===== config.mk =====
export PLATFORM = sky130hd
export DESIGN_NAME = owl_link
export DESIGN_NICKNAME = d
export VERILOG_FILES = /design/src/verilog/owl_pkg.sv /design/src/verilog/owl_link.sv
export VERILOG_INCLUDE_DIRS = /design/src /design/src/verilog
export SDC_FILE = /design/constraint.sdc
export NUM_CORES = 1
export LEC_CHECK = 0
export BUFFER_PORTS_ARGS = -buffer_cell sky130_fd_sc_hd__buf_2
export CAP_MARGIN = 25
export CELL_PAD_IN_SITES_DETAIL_PLACEMENT = 1
export CELL_PAD_IN_SITES_GLOBAL_PLACEMENT = 1
export CORE_MARGIN = 5
export CORE_UTILIZATION = 49
export CTS_BUF_LIST = sky130_fd_sc_hd__clkbuf_8
export CTS_CLUSTER_DIAMETER = 40
export DETAILED_ROUTE_END_ITERATION = 10
export PLACE_DENSITY_LB_ADDON = 0.1
export SYNTH_ARGS = -nofsm -noshare
export SYNTH_HDL_FRONTEND = slang
export SYNTH_SLANG_ARGS = --single-unit

===== constraint.sdc =====
create_clock -name clk -period 4.1 [get_ports clk]
set_input_delay 0.82 -clock clk [delete_from_list [all_inputs] [get_ports clk]]
set_output_delay 0.82 -clock clk [all_outputs]
set_load 0.05 [all_outputs]

===== src/verilog/owl_cfg.svh =====
// Purpose: Timing, packet layout and field constants for the sensor link
// Assumes: 100 MHz clock; times are given in nanoseconds
// Notes:   Cycle counts are derived in the link module from these figures
`ifndef OWL_CFG_SVH
`define OWL_CFG_SVH

`define OWL_CLK_NS         10
// Least high time of a host forced start (force_high_time)
`define OWL_FORCE_HIGH_NS  120000
// Least low hold that terminates or cancels a readout
`define OWL_TERM_LOW_NS    160000
// Interval of sensor-raised starts in interrupt mode (sample_period)
`define OWL_SAMPLE_NS      16000000
// Time the device holds its answer for one bit (bit_settle_time window)
`define OWL_ANSWER_NS      10000

`define OWL_PKT_W          40
`define OWL_ADC_W          14
`define OWL_CFG_W          25
`define OWL_MODE_LSB       7
`define OWL_CNT_W          21
`define OWL_IDX_W          6
`define OWL_IDX_LAST       6'h27

`endif


===== src/verilog/owl_pkg.sv =====
// Purpose: Types shared by the sensor link design
// Assumes: owl_cfg.svh supplies the widths
// Notes:   State, mode, pin and packet carriers live here
`include "owl_cfg.svh"

package owl_pkg;

  typedef enum logic [1:0] {
    OWL_MODE_FORCED = 2'h0,
    OWL_MODE_INTR   = 2'h1,
    OWL_MODE_WAKE   = 2'h2,
    OWL_MODE_RSVD   = 2'h3
  } owl_mode_e;

  typedef enum logic [1:0] {
    OWL_ST_IDLE  = 2'h0,
    OWL_ST_RAISE = 2'h1,
    OWL_ST_BIT   = 2'h2,
    OWL_ST_ANS   = 2'h3
  } owl_state_e;

  typedef struct packed {
    logic o;
    logic oe;
  } owl_pin_s;

  typedef struct packed {
    logic                   in_range;
    logic [`OWL_ADC_W-1:0]  adc;
    logic [`OWL_CFG_W-1:0]  cfg;
  } owl_pkt_s;

  typedef struct packed {
    owl_state_e             state;
    logic                   sync1;
    logic                   sync2;
    logic                   line_p;
    logic [`OWL_CNT_W-1:0]  cnt;
    logic [`OWL_CNT_W-1:0]  tmr;
    logic [`OWL_PKT_W-1:0]  shreg;
    logic [`OWL_IDX_W-1:0]  idx;
    logic                   last;
    logic                   alarm;
    owl_pin_s               pin;
    logic                   term;
    logic                   full;
  } owl_st_s;

endpackage : owl_pkg


===== src/verilog/owl_link.sv =====
// Purpose: Device end of the one-wire readout and interrupt link
// Assumes: Wire resolves as: any low driver wins, else any high driver,
//          else a weak pull-down gives low
// Notes:   Sensor core values are sampled at each start of a readout
// Behaviour
// - Every exchange starts with a low-to-high transition of the line.
// - Mode decides the starter: host in forced mode, sensor in interrupt mode.
// - Wake-up: sensor raises line on motion and keeps it high.
// - Interrupt mode: sensor raises line every 16 ms; host pulls low.
// - Host raises then releases; sensor pulls low for 0, holds high for 1.
// - A 160 us low hold at any bit ends the readout.
// - Packet: bit 39 range flag, 38..25 conversion, 24..0 configuration.
// - Mode field: 0 forced, 1 interrupt, 2 wake-up, 3 reserved.
`timescale 1ns/1ps
`include "owl_cfg.svh"

module owl_link
  import owl_pkg::*;
#(
  parameter int FORCE_CYC  = (`OWL_FORCE_HIGH_NS + `OWL_CLK_NS - 1)
                             / `OWL_CLK_NS,
  parameter int TERM_CYC   = (`OWL_TERM_LOW_NS + `OWL_CLK_NS - 1)
                             / `OWL_CLK_NS,
  parameter int SAMPLE_CYC = `OWL_SAMPLE_NS / `OWL_CLK_NS
)(
  input  wire logic     clk,        // 100 MHz system clock
  input  wire logic     nrst,       // Asynchronous reset, active low
  input  wire logic     line,       // Level seen on the shared line
  output owl_pin_s      line_pin,   // Line drive value and enable
  input  wire owl_pkt_s pkt,        // Range flag, conversion, config
  input  wire logic     motion,     // Motion detector fired, pulse
  output logic          alarm,      // Wake-up alarm pending
  output logic          term,       // Readout terminated, pulse
  output logic          full        // Whole packet was read, pulse
);

  localparam int ANS_CYC = `OWL_ANSWER_NS / `OWL_CLK_NS;

  logic [1:0] rst_sync_q;
  logic       rst_n;
  owl_st_s    q;
  owl_st_s    d;
  owl_mode_e  mode;
  logic       line_s;
  logic       rise;
  logic       fall;
  logic       tick;
  logic       load;

  always_ff @(posedge clk or negedge nrst)
  begin
    if (!nrst)
      rst_sync_q <= 2'h0;
    else
      rst_sync_q <= {rst_sync_q[0], 1'h1};
  end
  assign rst_n = rst_sync_q[1];

  assign mode   = owl_mode_e'(pkt.cfg[`OWL_MODE_LSB +: 2]);
  assign line_s = q.sync2;
  assign rise   = line_s & ~q.line_p;
  assign fall   = ~line_s & q.line_p;

  always_comb
  begin
    d        = q;
    d.sync1  = line;
    d.sync2  = q.sync1;
    d.line_p = line_s;
    d.term   = 1'h0;
    d.full   = 1'h0;
    tick     = 1'h0;
    load     = 1'h0;
    // Free-running timebase for the periodic interrupt start
    if (q.tmr >= `OWL_CNT_W'(SAMPLE_CYC - 1))
    begin
      d.tmr = '0;
      tick  = 1'h1;
    end
    else
      d.tmr = q.tmr + 1'h1;
    case (q.state)
      OWL_ST_IDLE:
      begin
        d.pin = '0;
        if (!line_s)
          d.cnt = '0;
        else if (q.cnt < `OWL_CNT_W'(FORCE_CYC))
          d.cnt = q.cnt + 1'h1;
        case (mode)
          OWL_MODE_FORCED:
            // Host high for the force time, then low, opens the readout
            if (fall && q.cnt >= `OWL_CNT_W'(FORCE_CYC))
            begin
              load    = 1'h1;
              d.cnt   = '0;
              d.state = OWL_ST_BIT;
            end
          OWL_MODE_INTR:
            if (tick)
            begin
              load    = 1'h1;
              d.state = OWL_ST_RAISE;
            end
          OWL_MODE_WAKE:
            if (q.alarm)
            begin
              load    = 1'h1;
              d.state = OWL_ST_RAISE;
            end
          default:
            d.state = OWL_ST_IDLE;
        endcase
      end
      OWL_ST_RAISE:
      begin
        // Hold high until the host pulls low; no self-release
        d.pin = '{o: 1'h1, oe: 1'h1};
        if (fall)
        begin
          d.pin   = '0;
          d.cnt   = '0;
          d.state = OWL_ST_BIT;
        end
      end
      OWL_ST_BIT:
      begin
        d.pin = '0;
        if (line_s)
          d.cnt = '0;
        else
          d.cnt = q.cnt + 1'h1;
        if (rise && !q.last)
        begin
          // MSB first, so bit 0 is the final one shifted out
          d.pin   = '{o: q.shreg[`OWL_PKT_W-1], oe: 1'h1};
          d.cnt   = '0;
          d.state = OWL_ST_ANS;
        end
        else if (!line_s && q.cnt >= `OWL_CNT_W'(TERM_CYC - 1))
        begin
          d.term  = 1'h1;
          d.full  = q.last;
          d.alarm = 1'h0;
          d.cnt   = '0;
          d.state = OWL_ST_IDLE;
        end
      end
      OWL_ST_ANS:
      begin
        // Answer is released in time for the host's next rising edge
        d.cnt = q.cnt + 1'h1;
        if (q.cnt >= `OWL_CNT_W'(ANS_CYC - 1))
        begin
          d.pin   = '0;
          d.cnt   = '0;
          d.shreg = {q.shreg[`OWL_PKT_W-2:0], 1'h0};
          d.last  = (q.idx == '0);
          d.idx   = q.idx - 1'h1;
          d.state = OWL_ST_BIT;
        end
      end
      default:
        d.state = OWL_ST_IDLE;
    endcase
    if (load)
    begin
      d.shreg = pkt;
      d.idx   = `OWL_IDX_LAST;
      d.last  = 1'h0;
    end
    // A motion event in the clearing cycle still counts
    if (motion && mode == OWL_MODE_WAKE)
      d.alarm = 1'h1;
  end

  always_ff @(posedge clk or negedge rst_n)
  begin
    if (!rst_n)
      q <= '0;
    else
      q <= d;
  end

  assign line_pin = q.pin;
  assign alarm    = q.alarm;
  assign term     = q.term;
  assign full     = q.full;
endmodule : owl_link


==> reports/qor.yml <==
period_minus_slack_ns: 3.01
start_kind: "flip-flop"
grt_use_total: 0.187
setup.worst_path.end_class: "flip-flop"
clk_pin_slew_worst_paths_ns: 0.11
finalNetCount: 582
crit_path_max_incr_delay_ns: 0.59
area_delta_synth_final_pct: 10.9
syn_area_per_cell_um2: 11.0
placed_area_um2: 5680
placementRows: 38
tightest_slew_ns: 0.781
syn_inst: 483
numCtsBuffers: 9
grt_pass1_wl_mm: 19.4
ys_seq_area_frac: 0.474
coreArea_um2: 10700
p_per_area_nw_per_um2: 493
hp-class: "reg2async"
syn_nets: 541
detail_route.wl_per_cell_um: 16.7
drt_iter0_drc: 147
synthTopCellsByCount: "dfrtp_1, mux2_2, nor2_1, nand2_1, mux2_4"
antenna_cells: 0
via_per_inst: 5.49
tns_ns: 0
synthFlopType: "dfrtp_1"
cp.required_ns: 4.39
arrival_ns: 3.30
die-area_um2: 13100
vias: 3672
cts_sinks: 101
max_slew_margin: 0.476
synth_most_common_cell: "dfrtp_1"
skew_ns: 0.0172
dp_hpwl_mm: 7.96
antenna_found_initial: 0
syn_area_um2: 5330
worstPathMaxFanout: 33
finish.instance_area_um2: 5910
crit_type: "reg2reg"
ff_latch_area_um2: 2530
clk_latency_ns: 0.39
yosys_warnings: 0
synth-async-reset-ratio: 1.00
multi_input_area_um2: 2620
drive_gt1_frac: 0.293
grt_max_degree: 75
fillCellCount: 1195
p_leak_uw: 0.00283
cap_violations: 0
clock_path_buffers: 2
port_buffers: 48
synth_top_cell_area_share: 0.474
start_util: 0.496
htree_levels: 3
ys_ff_latch: 101
setup_viol: 0
regToRegStartpoint: "q[91]"
crit_path_top_delay_cell: "a32oi_4"
vdd_drop_max_v: 0.000321
grt_pass1_vias: 3966
cts_tree: "built"
fmaxAchievable_mhz: 332
synth_edf_count: 0
fin_crit_sh: 0.735
final_max_slew_viol_count: 0
finalWeightedCongestion: 0.782
drc: 0
rsz0062_at_grt: "false"
fp.dieH_um: 114
drt_wl_total_mm: 11.2
antenna_left: 0
cp-startpoint: "q[91]"
ctsResizeCount: 0
ios: 49
synth_area_leaders: "dfrtp_1, mux2_2, mux2_4, ha_1, nor2_1"
drtPass1Iterations: 4
yosysTopAreaCell: "dfrtp_1"
root_buffer: "clkbuf_8"
overflow: 0
synth_cell_types: 52
dieWidth_um: 114
hold_viol_final: 0
cts_hold_buf: 0
status: "completed"
cts_setup_buffers: 0
crit_chain: "nor4_2 -> and2_1 -> and3_1 -> o31ai_1 -> a32oi_4 -> buf_12 -> mux2_2"
[path summary, 6_finish.rpt]
check / end / slack [ns] / cells past startpoint
min in group clk: rst_sync_q[1] / 0.36 / 0
min: q[63] / 0.15 / 0
max reg2reg: q[21] / 1.09 / 7
min reg2reg: q[63] / 0.15 / 0
max: q[21] / 1.09 / 7
max in group asynchronous: q[31] / 3.03 / 2
[worst max-delay path: cells and delay by family (launching register included)]
kind	cells	cell delay (ns)
AO/OA/AOI/OAI	2	0.77
multiplexers	1	0.37
AND/OR/NAND/NOR	3	1.03
buffers and inverters	1	0.32
flip-flops	1	0.40
[per-layer routing]
layer / GRT usage / vias up / wire (um)
met2: 0.305 / 59 / 5440
met4: 0.0792 / 0 / 249
li1: - / 1770 / -
met1: 0.242 / 1825 / 5060
met3: 0.0418 / 18 / 420
met5: 0 / - / 0
[stage by stage]
stage	util	cells	hold WS [ns]	power (uW)	setup slack, ns
2_1_floorplan	-	483	0.331	2080	1.08
3_3_place_gp	0.529	652	0.338	2240	1.13
3_5_place_dp	0.529	652	0.339	2300	1.05
4_1_cts	0.548	668	0.163	2950	1.05
5_1_grt	0.550	669	0.158	3120	0.877
6_report	0.550	669	0.148	2910	1.09
[cell families after synthesis]
kind of cell,synth area share
AOI/OAI and AO/OA,0.0782
and+or+nand+nor,0.147
xor gates and xnor gates,0.0378
muxes,0.189
DFF,0.474
adders and majority gates,0.0329
buffers and inverters,0.0399
other,0.000704
[report_power, final]
group / internal, uW / total, uW / switching (uW)
combinational: 504 / 910 / 406
sequential: 1220 / 1360 / 136
clock: 268 / 645 / 377
[flip-flops by register name (all words and copies together), names as in the netlist]
name,count
alarm,1
d,1
full,1
line_pin,2
line_s,1
q,92
rst_sync_q,2
term,1
[final cells by class]
cell class                 count  share of cell area
multi-input combinational    340               0.443
sequential                   101               0.428
timing repair buffer          54              0.0538
tap                          140              0.0296
clock buffer                  11              0.0256
inverter                      18              0.0114
clock inverter                 5             0.00825
[cell usage in the layout, fill, tap and decap left out, types with 11 or more instances in the layout]
| master | netlist | layout |
|---|---|---|
| dfrtp_1 | 101 | 100 |
| mux2_2 | 55 | 55 |
| buf_2 | 5 | 48 |
| nor2_1 | 41 | 41 |
| nand2_1 | 39 | 39 |
| mux2_4 | 20 | 20 |
| inv_1 | 18 | 18 |
| xor2_1 | 16 | 16 |
| and2_1 | 15 | 15 |
| ha_1 | 14 | 14 |
| nand3_1 | 11 | 11 |
| a31oi_1 | 11 | 11 |
| clkbuf_8 | 0 | 11 |
Note: power is estimated with default switching activity, not from simulation.
